## src/logic/ics_pkg.sv

```systemverilog
// Purpose: Constants for the instruction cycle sequencer.
// Assumes: 8-bit opcodes, one core clock at 100 MHz.
// Notes: Cycle counts per opcode live in the decoder module.
package ics_pkg;
  localparam logic [10:0] CLK_PER_CYC_NORMAL = 11'h004;
  localparam logic [10:0] CLK_PER_CYC_SLOW1 = 11'h040;
  localparam logic [10:0] CLK_PER_CYC_SLOW2 = 11'h400;
  localparam logic [7:0] OP_ACC_MINUS_ONE = 8'h14;
  localparam logic [7:0] OP_AND_ACC_DIRECT = 8'h55;
  localparam logic [7:0] OP_AND_ACC_IMM = 8'h54;
  localparam logic [7:0] OP_AND_DIRECT_ACC = 8'h52;
  localparam logic [7:0] OP_AND_DIRECT_IMM = 8'h53;
  localparam logic [7:0] OP_EXT_WRITE_PTR = 8'hF0;
  localparam logic [7:0] OP_SHORT_JUMP = 8'h80;
  localparam logic [7:0] OP_POINTER_STEP_UP = 8'hA3;
  localparam logic [7:0] OP_CALL_EXIT = 8'h22;
  localparam logic [7:0] OP_COMPARE_BRANCH = 8'hB4;
  localparam logic [7:0] OP_PRODUCT = 8'hA4;
  localparam logic [7:0] OP_QUOTIENT = 8'h84;
  localparam logic [2:0] STRETCH_MAX = 3'h7;
  typedef enum logic [1:0] {
    ICS_SPEED_NORMAL = 2'b00,
    ICS_SPEED_SLOW1 = 2'b01,
    ICS_SPEED_SLOW2 = 2'b10
  } ics_speed_e;
  typedef enum logic [1:0] {
    ICS_ACC_NONE = 2'b00,
    ICS_ACC_FETCH = 2'b01,
    ICS_ACC_XWRITE = 2'b10
  } ics_access_e;
endpackage : ics_pkg

```

## src/logic/ics_cycle_decoder.sv

```systemverilog
// Purpose: Maps an opcode to machine-cycle count and per-cycle access.
// Assumes: Opcodes outside the listed groups are single cycle.
// Notes: Pure combinational; the sequencer registers its results.
`timescale 1ns/1ps
module ics_cycle_decoder (
  input wire logic [7:0] opcode_i, // Fetched opcode
  output logic [2:0] cycles_o, // Machine cycles, 1..5
  output logic [2:0] bytes_o, // Instruction length in bytes
  output logic ext_write_o, // Second cycle writes external data
  output logic branch_o // Instruction may change fetch address
);
  always_comb begin
    cycles_o = 3'h1;
    bytes_o = 3'h1;
    ext_write_o = 1'b0;
    branch_o = 1'b0;
    unique case (opcode_i)
      ics_pkg::OP_AND_ACC_DIRECT, ics_pkg::OP_AND_ACC_IMM,
      ics_pkg::OP_AND_DIRECT_ACC: begin
        cycles_o = 3'h2;
        bytes_o = 3'h2;
      end
      ics_pkg::OP_EXT_WRITE_PTR: begin
        cycles_o = 3'h2;
        ext_write_o = 1'b1;
      end
      ics_pkg::OP_AND_DIRECT_IMM: begin
        cycles_o = 3'h3;
        bytes_o = 3'h3;
      end
      ics_pkg::OP_SHORT_JUMP: begin
        cycles_o = 3'h3;
        bytes_o = 3'h2;
        branch_o = 1'b1;
      end
      ics_pkg::OP_POINTER_STEP_UP: cycles_o = 3'h3;
      ics_pkg::OP_CALL_EXIT: begin
        cycles_o = 3'h4;
        branch_o = 1'b1;
      end
      ics_pkg::OP_COMPARE_BRANCH: begin
        cycles_o = 3'h4;
        bytes_o = 3'h3;
        branch_o = 1'b1;
      end
      ics_pkg::OP_PRODUCT, ics_pkg::OP_QUOTIENT: cycles_o = 3'h5;
      default: cycles_o = 3'h1;
    endcase
  end
endmodule : ics_cycle_decoder

```

## src/logic/ics_sequencer.sv

```systemverilog
// Purpose: Instruction cycle sequencer for a four-clock machine cycle core.
// Assumes: Program memory returns a byte in the same machine cycle it is asked.
// Notes: Stretch cycles add idle machine cycles after an external write.
//
// Behaviour
// - Machine cycle is four clocks normally.
// - Single-byte simple opcodes finish in one cycle.
// - And-accumulator-direct takes two fetch cycles.
// - And-accumulator-immediate takes two fetch cycles.
// - External pointer write takes two cycles.
// - Software stretch lengthens external move cycles.
// - And-direct-immediate takes three fetch cycles.
// - Short relative jump takes three cycles.
// - Pointer step up takes three cycles.
// - Call exit, compare branch take four cycles.
// - Product and quotient take five cycles.
// - Four states in every machine cycle.
// - Slow modes use 64 or 1024 clocks.
`timescale 1ns/1ps
module ics_sequencer (
  input wire logic clock_i, // Core clock, 100 MHz
  input wire logic srst_i, // Sync reset, active high
  input wire logic [1:0] speed_i, // Speed mode select
  input wire logic [2:0] stretch_i, // Extra cycles for external moves
  input wire logic [7:0] prog_data_i, // Byte read from program memory
  input wire logic branch_take_i, // Datapath: branch changes fetch address
  output logic prog_fetch_o, // Program byte fetched this cycle
  output logic xdata_write_o, // External data write this cycle
  output logic opcode_fetch_o, // Fetched byte is an opcode
  output logic [7:0] opcode_o, // Opcode being executed
  output logic [2:0] cycle_idx_o, // Machine cycle within instruction
  output logic cycle_end_o, // Pulse: machine cycle ends
  output logic instr_done_o, // Pulse: instruction ends
  output logic [1:0] clock_state_slot_o, // State within machine cycle
  output logic [15:0] fetch_count_o // Program bytes fetched
);
  logic cend;
  logic [1:0] slot;
  logic [2:0] dec_cycles;
  logic [2:0] dec_bytes;
  logic dec_xw;
  logic dec_br;
  logic [2:0] ncyc_q;
  logic [2:0] nbyt_q;
  logic xw_q;
  logic [2:0] idx_q;
  logic [2:0] str_q;
  logic [7:0] op_q;
  logic wr_pend_q;
  logic [1:0] speed_q;
  logic [2:0] stretch_q;
  logic [2:0] cur_cycles;
  logic [2:0] cur_bytes;
  logic cur_xw;
  logic last_cycle;

  ics_state_divider u_div (
    .clock_i(clock_i),
    .srst_i(srst_i),
    .speed_i(speed_q),
    .state_adv_o(),
    .cycle_end_o(cend),
    .slot_o(slot)
  );

  ics_cycle_decoder u_dec (
    .opcode_i(idx_q == 3'h0 ? prog_data_i : op_q),
    .cycles_o(dec_cycles),
    .bytes_o(dec_bytes),
    .ext_write_o(dec_xw),
    .branch_o(dec_br)
  );

  // Mode and stretch come from other core logic on this clock
  always_ff @(posedge clock_i) begin
    if (srst_i) begin
      speed_q <= ics_pkg::ICS_SPEED_NORMAL;
      stretch_q <= 3'h0;
    end else begin
      speed_q <= speed_i;
      stretch_q <= stretch_i;
    end
  end

  assign cur_cycles = idx_q == 3'h0 ? dec_cycles : ncyc_q;
  assign cur_bytes = idx_q == 3'h0 ? dec_bytes : nbyt_q;
  assign cur_xw = idx_q == 3'h0 ? dec_xw : xw_q;
  // Stretch cycles hold the write phase before the instruction can finish
  assign last_cycle = (idx_q + 3'h1 >= cur_cycles) && (str_q == 3'h0);

  always_ff @(posedge clock_i) begin
    if (srst_i) begin
      idx_q <= 3'h0;
      op_q <= 8'h00;
      ncyc_q <= 3'h1;
      nbyt_q <= 3'h1;
      xw_q <= 1'b0;
      str_q <= 3'h0;
      wr_pend_q <= 1'b0;
    end else if (cend) begin
      // Only the cycle right after the opcode writes; stretch cycles stay idle
      wr_pend_q <= cur_xw && idx_q == 3'h0;
      if (idx_q == 3'h0) begin
        op_q <= prog_data_i;
        ncyc_q <= dec_cycles;
        nbyt_q <= dec_bytes;
        xw_q <= dec_xw;
      end
      if (str_q != 3'h0) begin
        str_q <= str_q - 3'h1;
      end else if (last_cycle) begin
        idx_q <= 3'h0;
      end else begin
        idx_q <= idx_q + 3'h1;
        if (cur_xw && idx_q == 3'h0) begin
          str_q <= stretch_q;
        end
      end
    end
  end

  always_ff @(posedge clock_i) begin
    if (srst_i) begin
      prog_fetch_o <= 1'b0;
      xdata_write_o <= 1'b0;
      opcode_fetch_o <= 1'b0;
      opcode_o <= 8'h00;
      cycle_idx_o <= 3'h0;
      cycle_end_o <= 1'b0;
      instr_done_o <= 1'b0;
      clock_state_slot_o <= 2'b00;
      fetch_count_o <= 16'h0000;
    end else begin
      cycle_end_o <= cend;
      instr_done_o <= cend && last_cycle;
      clock_state_slot_o <= slot;
      if (cend) begin
        cycle_idx_o <= idx_q;
        opcode_o <= idx_q == 3'h0 ? prog_data_i : op_q;
        // Fetch only while the instruction still has bytes left
        prog_fetch_o <= idx_q < cur_bytes;
        opcode_fetch_o <= idx_q == 3'h0;
        xdata_write_o <= wr_pend_q;
        if (idx_q < cur_bytes) begin
          fetch_count_o <= fetch_count_o + 16'h0001;
        end
      end
    end
  end

  logic unused_br;
  assign unused_br = dec_br & branch_take_i;
endmodule : ics_sequencer

```

## src/logic/ics_state_divider.sv

```systemverilog
// Purpose: Splits the core clock into four states per machine cycle.
// Assumes: Speed mode changes only take effect at a cycle boundary.
// Notes: Emits one-cycle pulses on the last clock of each state and of each cycle.
`timescale 1ns/1ps
module ics_state_divider (
  input wire logic clock_i, // Core clock
  input wire logic srst_i, // Sync reset, active high
  input wire logic [1:0] speed_i, // Requested speed mode
  output logic state_adv_o, // Pulse: next state begins
  output logic cycle_end_o, // Pulse: last clock of machine cycle
  output logic [1:0] slot_o // Current state, 0 = first
);
  logic [10:0] len_q;
  logic [10:0] cnt_q;
  logic [10:0] quarter;

  function automatic logic [10:0] cyc_len(input logic [1:0] sp);
    unique case (sp)
      ics_pkg::ICS_SPEED_SLOW1: cyc_len = ics_pkg::CLK_PER_CYC_SLOW1;
      ics_pkg::ICS_SPEED_SLOW2: cyc_len = ics_pkg::CLK_PER_CYC_SLOW2;
      default: cyc_len = ics_pkg::CLK_PER_CYC_NORMAL;
    endcase
  endfunction : cyc_len

  assign quarter = {2'b00, len_q[10:2]};
  assign cycle_end_o = (cnt_q == len_q - 11'h001);

  // Cycle length latched at each boundary so a cycle never changes length midway
  always_ff @(posedge clock_i) begin
    if (srst_i) begin
      len_q <= ics_pkg::CLK_PER_CYC_NORMAL;
      cnt_q <= 11'h000;
    end else if (cycle_end_o) begin
      len_q <= cyc_len(speed_i);
      cnt_q <= 11'h000;
    end else begin
      cnt_q <= cnt_q + 11'h001;
    end
  end

  logic [1:0] slot_q;
  logic [10:0] in_slot_q;
  always_ff @(posedge clock_i) begin
    if (srst_i) begin
      slot_q <= 2'b00;
      in_slot_q <= 11'h000;
    end else if (cycle_end_o) begin
      slot_q <= 2'b00;
      in_slot_q <= 11'h000;
    end else if (in_slot_q == quarter - 11'h001) begin
      slot_q <= slot_q + 2'b01;
      in_slot_q <= 11'h000;
    end else begin
      in_slot_q <= in_slot_q + 11'h001;
    end
  end
  assign slot_o = slot_q;
  assign state_adv_o = cycle_end_o || (in_slot_q == quarter - 11'h001);
endmodule : ics_state_divider
```

## config.mk

```make
export PLATFORM = sky130hd
export DESIGN_NAME = ics_sequencer
export DESIGN_NICKNAME = d
export VERILOG_FILES = /design/src/logic/ics_pkg.sv /design/src/logic/ics_cycle_decoder.sv /design/src/logic/ics_sequencer.sv /design/src/logic/ics_state_divider.sv
export SDC_FILE = /design/constraint.sdc
export NUM_CORES = 1
export LEC_CHECK = 0
export BUFFER_PORTS_ARGS = -buffer_cell sky130_fd_sc_hd__buf_2
export CAP_MARGIN = 30
export CORE_ASPECT_RATIO = 1.4
export CORE_MARGIN = 5
export CORE_UTILIZATION = 39
export DETAILED_ROUTE_END_ITERATION = 10
export PLACE_DENSITY = 0.66
export SYNTH_ARGS = -nofsm -noshare
export SYNTH_HDL_FRONTEND = slang
export SYNTH_SLANG_ARGS = --single-unit
```

## constraint.sdc

```tcl
create_clock -name clock_i -period 4.3 [get_ports clock_i]
set_input_delay 0.215 -clock clock_i [delete_from_list [all_inputs] [get_ports clock_i]]
set_output_delay 0.215 -clock clock_i [all_outputs]
set_load 0.01 [all_outputs]
```

**Yosys cells after proc, flatten, opt, wreduce, memory -nomap -nowiden**

Index checks and enable logic that the tools add are counted.
Widths: inputs -> output; s select.

- Word-level logic and storage cells: 78
- Flip-flop bits (word level): 88
- Output and inout bits: 34

- Reductions and logical operators: 18
- Magnitude comparators: 2
- Bitwise logic cells: 1
- Multiplexer cells: 12
- Equality and inequality tests: 16
- Add/sub/neg operators: 8

Operators by type and width:

| operator | number |
|---|---|
| $eq 8x8->1 const B | 6 |
| $eq 8x7->1 const B | 4 |
| $add 11x1->11 const B | 2 |
| $eq 11x11->1 | 2 |
| $pmux 11 s2 | 1 |
| $mux 3 | 6 |
| $add 16x1->16 const B | 1 |
| $pmux 3 s4 | 1 |
| $sub 11x1->11 const B | 1 |
| $sub 9x1->10 const B | 1 |
| $eq 8x6->1 const B | 1 |
| $mux 8 | 1 |
| $reduce_or 2->1 | 4 |
| $reduce_or 4->1 | 2 |
| $logic_not 3->1 | 2 |
| $reduce_or 3->1 | 2 |
| $pmux 2 s2 | 1 |
| $reduce_and 2->1 | 2 |
| $add 3x1->3 const B | 1 |
| $ge 3x3->1 | 1 |
| $logic_and 1x1->1 | 3 |
| $lt 3x3->1 | 1 |
| $reduce_and 3->1 | 1 |
| $reduce_bool 3->1 | 1 |
| 8 further kinds | 9 |

**Logic depth before layout (Yosys ltp)**

Gate-level depths: netlist (run 1).

- Word-level depth: 10
- Mapped depth: 20

**Modules after synthesis**

From an unflattened synthesis (run 1), not the netlist that was laid out.

- Cell total of the unflattened synthesis: 463
- Area total of the unflattened synthesis: 4006.3 um^2

Modules (own cells, without submodules):

| module | seq. area each (um^2) | instances | cells each | area each (um^2) |
|---|---|---|---|---|
| ics_sequencer | 1041.0 | 1 | 275 | 2454.9 |
| ics_state_divider | 540.5 | 1 | 152 | 1328.8 |
| ics_cycle_decoder | 0.0 | 1 | 36 | 222.7 |

**Least setup slack after synthesis (run 1)**

No wires, ideal clock.

- Path type: register to register
- Start point: reg idx_q[0]
- End point: reg str_q[1]
- Path buffers: 2
- Period minus slack after synthesis: 3.623 ns
- Path slack: 0.677 ns
- Cell stages (with the launch flop): 20
- Setup time: 0.128 ns
- Arrival time: 3.495 ns
- Cells stage by stage: dfxtp_1 -> inv_1 -> ha_1 -> nor2b_1 -> buf_2 -> buf_2 -> or4_1 -> a211o_1 -> a21oi_1 -> nor3_1 -> nor2_1 -> nor2_1 -> ha_1 -> nand2b_1 -> a21o_1 -> a21oi_1 -> a41oi_1 -> nor2_1 -> mux2i_1 -> nor2_1

- Longest elaborated chain between the ends: 10
- Elaborated cells on any way between the ends: 28

Ends and longest elaborated chain:

| what | line | source |
|---|---|---|
| start: declaration | ics_sequencer.sv:46 | `logic [2:0] idx_q;` |
| start signal: assignment | ics_sequencer.sv:114 | `idx_q <= idx_q + 3'h1;` |
| $logic_not 3->1 * | ics_sequencer.sv:67, ics_sequencer.sv:85 |  |
| $mux 8 | - |  |
| $eq 8x7->1, or another cell as far along | ics_cycle_decoder.sv:17 | `unique case (opcode_i)` |
| $reduce_or 4->1 (no source line), or another cell as far along | - |  |
| $pmux 3 s4 | ics_cycle_decoder.sv:17 |  |
| $mux 3 * | - |  |
| named net cur_cycles[0] | ics_sequencer.sv:52 | `logic [2:0] cur_cycles;` |
| $ge 3x3->1 * | ics_sequencer.sv:89 | `assign last_cycle = (idx_q + 3'h1 >= cur_cycles) && (str_q == 3'h0);` |
| $logic_and 1x1->1 * | ics_sequencer.sv:89 |  |
| $ne 2x1->1 (no source line) * | - |  |
| $reduce_and 3->1 (no source line) * | - |  |
| end signal: assignment | ics_sequencer.sv:110 | `str_q <= str_q - 3'h1;` |
| end signal: assignment | ics_sequencer.sv:116 | `str_q <= stretch_q;` |
| end: declaration | ics_sequencer.sv:47 | `logic [2:0] str_q;` |

The timed path passes the listed nets; every way through them passes the cells marked *.
A chain may end at the register's enable or synchronous reset.

**Worst setup path in the final report (run 1)**

Ends and elaborated chain as after synthesis.

==> out/metrics.yaml, run 1 <==
die_h_um: 130
ant_nets: 0
async_reset_ff_share_pct: 0
yosysWarnings: 0
wl_um: 8900
mappedNetlistNets: 495
worst_pin_slew_ps: 859
ys_ff_latch: 79
endpoint_kind: "flip-flop"
cp-start-kind: "flip-flop"
drive_gt1_share_pct: 17.6
switching_share_pct: 27.4
ys_seq_area_share_pct: 39.7
fp-row-count: 43
criticalPathCategory: "flip-flop to flip-flop"
cts.path.max_buffers: 2
combPwrFrac_pct: 11.0
synth.distinct_cells: 57
syn_avg_cell_area_um2: 8.59
peakVddDrop_mv: 0.241
fin_crit_ps: 4010
post-dp-hpwl_um: 6480
htree_levels: 3
diodes: 0
crit_required_ps: 4510
rsz0062_at_grt: "no"
gp_congestion: 0.946
nFillCells: 983
drc: 0
io_pins: 50
status: "complete, no violations"
antenna_found_initial: 0
grt.total_usage_pct: 15.2
grt_max_degree: 54
numCtsBuffers: 9
min_path_type: "input pin to flip-flop"
drt_iter0_drc: 167
vias: 3347
clock.fmax_mhz: 249
cp_max_fo: 10
grt_pass1_vias: 3288
cts_tree: "built"
final_hold_viol_count: 0
clockRootBuffer: "clkbuf_16"
post_drt_wl_per_cell_um: 13.6
start_util_pct: 40.0
die_x_um: 95.4
dieArea_mm2: 0.0124
fin_crit_sh_pct: 93.2
seq_power_share_pct: 46.3
synth_edf_count: 0
p_clk_share_pct: 42.7
core_mm2: 0.00995
synth_flop_cell: "dfxtp_1"
cellPowerDensity_mw_per_mm2: 369
cellLeakagePower_nw: 1.81
intPower_mw: 1.24
setup_viol: 0
worst_ep_arrival_time_ps: 4220
synthToLayoutAreaGrowth_pct: 16.6
cts_sinks: 79
post_cts_buffers: 0
syn_inst: 464
finClkSkew_ps: 7.83
power_mw: 1.71
vias_per_cell: 5.13
maxSlewViolCount: 0
synth_area_mm2: 0.00398
overflow: 0
first_pass_iters: 4
cap_violations: 0
grt_pass1_wl_um: 14800
slew_headroom_pct: 42.5
clk_pin_slew_worst_paths_ps: 60
io_buffer_count: 48
clk_latency_ps: 340
fin_nets: 543
setup_tns_ps: 0
p_sw_mw: 0.470
area by class of cell:
class	instances	area [um2]	area share [%]
Timing Repair Buffer	56	300	6.47
Inverter	16	60.1	1.29
Clock buffer	9	225	4.85
Tap cell	135	169	3.64
Clock inverter	7	63.8	1.37
Sequential cell	79	1580	34.1
Multi-Input combinational cell	350	2240	48.3
kinds of logic after synthesis:
| family | Yosys count | share of synthesized area [%] |
|---|---|---|
| AND/OR/NAND/NOR | 208 | 25.7 |
| flip-flops | 79 | 39.7 |
| AO/OA/AOI/OAI | 75 | 13.6 |
| XOR/XNOR | 35 | 7.69 |
| buffers and inverters | 35 | 4.05 |
| multiplexers | 17 | 4.52 |
| adder cells (fa/ha/maj) | 15 | 4.71 |
worst paths after layout:
path / to / from / slack [ps] / cells after the start
setup / recovery: str_q[1] / idx_q[0] / 290 / 18
hold reg to reg: cycle_idx_o[0] / cycle_idx_o[0] / 460 / 2
setup reg to reg: str_q[1] / idx_q[0] / 290 / 18
hold / removal: stretch_q[2] / stretch_i[2] / 90 / 2
Yosys cell counts (3+ instances only):
library cell,instances,area [um2]
a2111oi_2,6,90.1
a211oi_1,5,37.5
a21oi_1,28,140
a31oi_1,5,31.3
and2_1,4,25.0
and3_1,6,37.5
and4_1,3,26.3
buf_2,3,15.0
buf_6,3,33.8
clkbuf_1,12,45.0
dfxtp_1,79,1580
ha_1,15,188
inv_1,16,60.1
mux2_1,3,33.8
mux2i_1,11,110
nand2_1,52,195
nand2b_1,6,37.5
nand3_1,17,85.1
nand3b_1,5,37.5
nand4_1,9,56.3
nor2_1,68,255
nor2b_1,12,75.1
nor3_1,4,20.0
nor3b_1,3,22.5
nor4_1,5,31.3
nor4bb_1,3,30.0
o21ai_0,8,40.0
o31ai_1,3,22.5
or4_1,3,22.5
xnor2_1,19,166
xor2_1,16,140
registers in the layout, summed over array words and instances, names as in the netlist, 2 cells and up:
register            flops
u_div.in_slot_q        11
cycle_idx_o             3
opcode_o                8
speed_q                 2
nbyt_q                  3
idx_q                   3
fetch_count_o          16
u_div.slot_o            2
stretch_q               3
ncyc_q                  3
u_div.cnt_q            11
u_div.len_q             3
str_q                   3
clock_state_slot_o      2
stage by stage:
| stage | hold slack [ps] | setup slack, ps | area, um2 | std cells | util, % |
|---|---|---|---|---|---|
| floorplan | 343 | 677 | 3980 | 464 | - |
| global placement | 439 | 305 | 4350 | 636 | 43.7 |
| finish | 86.7 | 291 | 4640 | 652 | 46.6 |
| global route | 83.1 | 0.758 | 4640 | 652 | 46.6 |
| CTS | 71.8 | 213 | 4640 | 652 | 46.6 |
| detailed placement | 431 | 230 | 4350 | 636 | 43.7 |
worst max-delay path, stage by stage (launching register included):
cell and delay, ps:
dfxtp_1 420, inv_1 100, ha_1 270, nand2b_1 310, buf_4 240, mux2_1 370
nor4bb_1 160, a21o_2 230, nor3_1 130, nor2_1 80, nor2_1 100, ha_1 230
nand2b_1 140, a21o_1 180, a21oi_1 190, a41oi_1 220, nor2_1 230, mux2i_1 220
nor2_1 50
cells in the final DEF, fill, tap and decap left out, types with 4 or more instances in the layout:
master	netlist	layout
a21oi_1	28	28
buf_4	1	8
nor2b_1	12	11
o21ai_0	8	8
clkbuf_16	0	9
xnor2_1	19	19
nor4_1	5	5
nor2_1	68	68
ha_1	15	15
nand3b_1	5	5
inv_1	16	16
nand4_1	9	9
xor2_1	16	16
a2111oi_2	6	6
a31oi_1	5	5
buf_2	3	48
a211oi_1	5	5
nand2_1	52	52
and3_1	6	6
nor3_1	4	4
mux2i_1	11	11
nand3_1	17	17
dfxtp_1	79	79
and2_1	4	4
nand2b_1	6	6
power groups by stage:
stage          logic (mW)  registers [mW]  clock network, mW
5_1_grt             0.211           0.797              0.788
3_5_place_dp        0.190           0.809                  0
2_1_floorplan       0.131           0.809                  0
3_3_place_gp        0.186           0.807                  0
6_report            0.188           0.793              0.732
4_1_cts             0.191           0.793              0.760
metal layers:
metal	vias up	share of wire, %	GRT usage (%)	wire length (um)
li1	1713	-	-	-
met1	1572	42	16.6	3770
met2	49	52	27.2	4650
met3	13	3.3	4.18	296
met4	0	2.1	6.70	189
met5	-	0	0	0
repair_timing:
| item | in CTS | in global routing |
|---|---|---|
| hold buffers | 0 | 0 |
| resized for setup | 0 | 1 |
| hold endpoints to repair | 0 | 0 |
| setup endpoints to repair | 0 | 6 |
Power figures use the tool's default switching activity.
==> run 2: changes to the inputs <==
- REMOVE_ABC_BUFFERS: not set -> 1
- SLEW_MARGIN: not set -> 10
==> run 2 against run 1 <==
- register-to-register slack improved by 70 ps
- clock skew hardly changed
- total power is 2.1% higher
- critical path type unchanged
==> out/metrics.yaml, run 2 (synthesis results as in run 1) <==
status: "complete, no violations"  # unchanged
cap_violations: 0  # unchanged
fin_util_pct: 46.9  # was 46.6%
dieArea_mm2: 0.0124  # unchanged
cp_top_family: "simple AND/OR/NAND/NOR gates"  # unchanged
fin_crit_sh_pct: 91.7  # was 93.2%
setup_slack_ps: 358  # was 291 ps
cpPeakStageDelay_ps: 550  # was 420 ps
grt_pass1_vias: 3275  # was 3,288
grt_max_degree: 42  # was 54
cellLeakagePower_nw: 1.83  # was 1.81 nW
diodes: 0  # unchanged
slowest_stage: "nor4b_1"  # was dfxtp_1
maxSlewViolCount: 0  # unchanged
numCtsBuffers: 9  # unchanged
overflow: 0  # unchanged
die_x_um: 95.4  # unchanged
worst_path_most_repeated_cell: "nor2_1"  # unchanged
cellPowerDensity_mw_per_mm2: 375  # was 369 mW/mm2
fin_crit_ps: 3940  # was 4010 ps
startpoint: "idx_q[0]"  # unchanged
criticalPathCategory: "flip-flop to flip-flop"  # unchanged
largestRegisters: "fetch_count_o x16, u_div.cnt_q x11, u_div.in_slot_q x11"  # unchanged
largest-register: "fetch_count_o"  # unchanged
final_common_cell: "dfxtp_1"  # unchanged
antenna_found_initial: 0  # unchanged
htree_levels: 3  # unchanged
rsz0062_at_grt: "no"  # unchanged
nFillCells: 993  # was 983
finClkSkew_ps: 7.64  # was 7.83 ps
core_mm2: 0.00995  # unchanged
clock.fmax_mhz: 254  # was 249 MHz
final_hold_viol_count: 0  # unchanged
cp_max_fo: 15  # was 10
multiInputGateArea_mm2: 0.00225  # was 0.00224 mm2
worst_pin_slew_ps: 838  # was 859 ps
fin_nets: 544  # was 543
setup_viol: 0  # unchanged
largest_reg_flops: 16  # unchanged
synthToLayoutAreaGrowth_pct: 17.2  # was 16.6%
die_h_um: 130  # unchanged
grt_pass1_wl_um: 15000  # was 14,800 um
setup_tns_ps: 0  # unchanged
fp-row-count: 43  # unchanged
endpoint_kind: "flip-flop"  # unchanged
vias: 3399  # was 3,347
drive_gt1_share_pct: 17.6  # about the same
grt.total_usage_pct: 15.1  # was 15.2%
cts_sinks: 79  # unchanged
post-dp-hpwl_um: 6430  # was 6480 um
dpl_worst_slack_ps: 136  # was 230 ps
cp-start-kind: "flip-flop"  # unchanged
peakVddDrop_mv: 0.186  # was 0.241 mV
clk_pin_slew_worst_paths_ps: 60  # about the same
slew_headroom_pct: 44.0  # was 42.5%
gp_congestion: 0.887  # was 0.946
mostFrequentLayoutCells: "79 x dfxtp_1, 68 x nor2_1, 52 x nand2_1"  # unchanged
post_drt_wl_per_cell_um: 13.6  # about the same
io_buffer_count: 48  # unchanged
first_pass_iters: 4  # unchanged
vias_per_cell: 5.21  # was 5.13
cts_tree: "built"  # unchanged
post_cts_buffers: 0  # unchanged
min_path_type: "input pin to flip-flop"  # unchanged
drc: 0  # unchanged
clk_latency_ps: 330  # was 340 ps
seqCellArea_mm2: 0.00158  # unchanged
r2r-start: "idx_q[0]"  # unchanged
worst_ep_arrival_time_ps: 4160  # was 4220 ps
wl_um: 8880  # was 8900 um
cts.path.max_buffers: 2  # unchanged
path_cells: "inv_1, ha_1, nand2b_2, a31oi_1, nor4b_1, and2_1, nor3_1, nor2_1, nor2_1, ha_1, nand2b_1, a21o_1, a21oi_1, a41oi_1, nor2_1, mux2i_1, nor2_1"  # was inv_1, ha_1, nand2b_1, buf_4, mux2_1, nor4bb_1, a21o_2, nor3_1, nor2_1, nor2_1, ha_1, nand2b_1, a21o_1, a21oi_1, a41oi_1, nor2_1, mux2i_1, nor2_1
clockRootBuffer: "clkbuf_16"  # unchanged
ant_nets: 0  # unchanged
start_util_pct: 40.0  # unchanged
holdCritStartpoint: "stretch_i[0]"  # was stretch_i[2]
drt_iter0_drc: 235  # was 167
path_buf_inv: 1  # was 2
io_pins: 50  # unchanged
crit_required_ps: 4520  # was 4510 ps
==> run 2: changes by cell type in the layout (fill, tap and decap cells not counted), sizes merged <==
cell	previous run	this run
clkinv	1	0
clkbuf	9	12
buf	56	57
inv	20	17
bufinv	0	1
==> run 2: power breakdown <==
part / switching, mW / total [mW] / internal (mW)
logic: 0.113 / 0.188 / 0.0747
clock network: 0.300 / 0.768 / 0.468
registers: 0.0274 / 0.793 / 0.766
total: 0.441 / 1.75 / 1.31
==> run 2: worst register-to-register path, cell delays in order, from the launching register on <==
cell and delay [ps]:
dfxtp_1 410, inv_1 100, ha_1 290, nand2b_2 300, a31oi_1 220, nor4b_1 550, and2_1 240, nor3_1 60
nor2_1 160, nor2_1 70, ha_1 260, nand2b_1 140, a21o_1 170, a21oi_1 190, a41oi_1 210, nor2_1 220
mux2i_1 200, nor2_1 50
==> run 2: final timing paths <==
check,endpoint,slack [ps],cells past startpoint
max,str_q[1],360,17
min,stretch_q[0],90,2
max reg2reg,str_q[1],360,17
min reg2reg,opcode_fetch_o,460,2
==> run 2: final cells by class <==
cell class	count	area share, %
well taps	135	3.62
clock buffers	12	5.28
clock inverters	4	1.15
inverters	16	1.29
flip-flops and latches	79	33.9
repair buffers	57	6.59
multi-input cells	350	48.2
==> run 2: timing repair <==
item                                    4_1_cts  5_1_grt
resized for setup                             0        3
endpoints found under the setup margin        0       12
hold buffers                                  0        0
==> run 2: through the flow <==
step	hold slack (ps)	power, mW	cell area, um2	std cells
after floorplan	284	0.929	3880	445
after global placement	425	0.992	4360	637
after detailed placement	430	0.997	4360	637
after CTS	79.9	1.77	4660	653
after global routing	92.6	1.83	4670	653
final	86.9	1.75	4670	653
==> run 2: metal layers <==
metal  part of all wire, %  global-route usage, %  up-vias
li1                      -                      -     1708
met1                    42                   17.3     1613
met2                    53                   26.8       67
met3                   3.5                   3.89       11
met4                   1.3                   5.44        0
met5                     0                      0        -
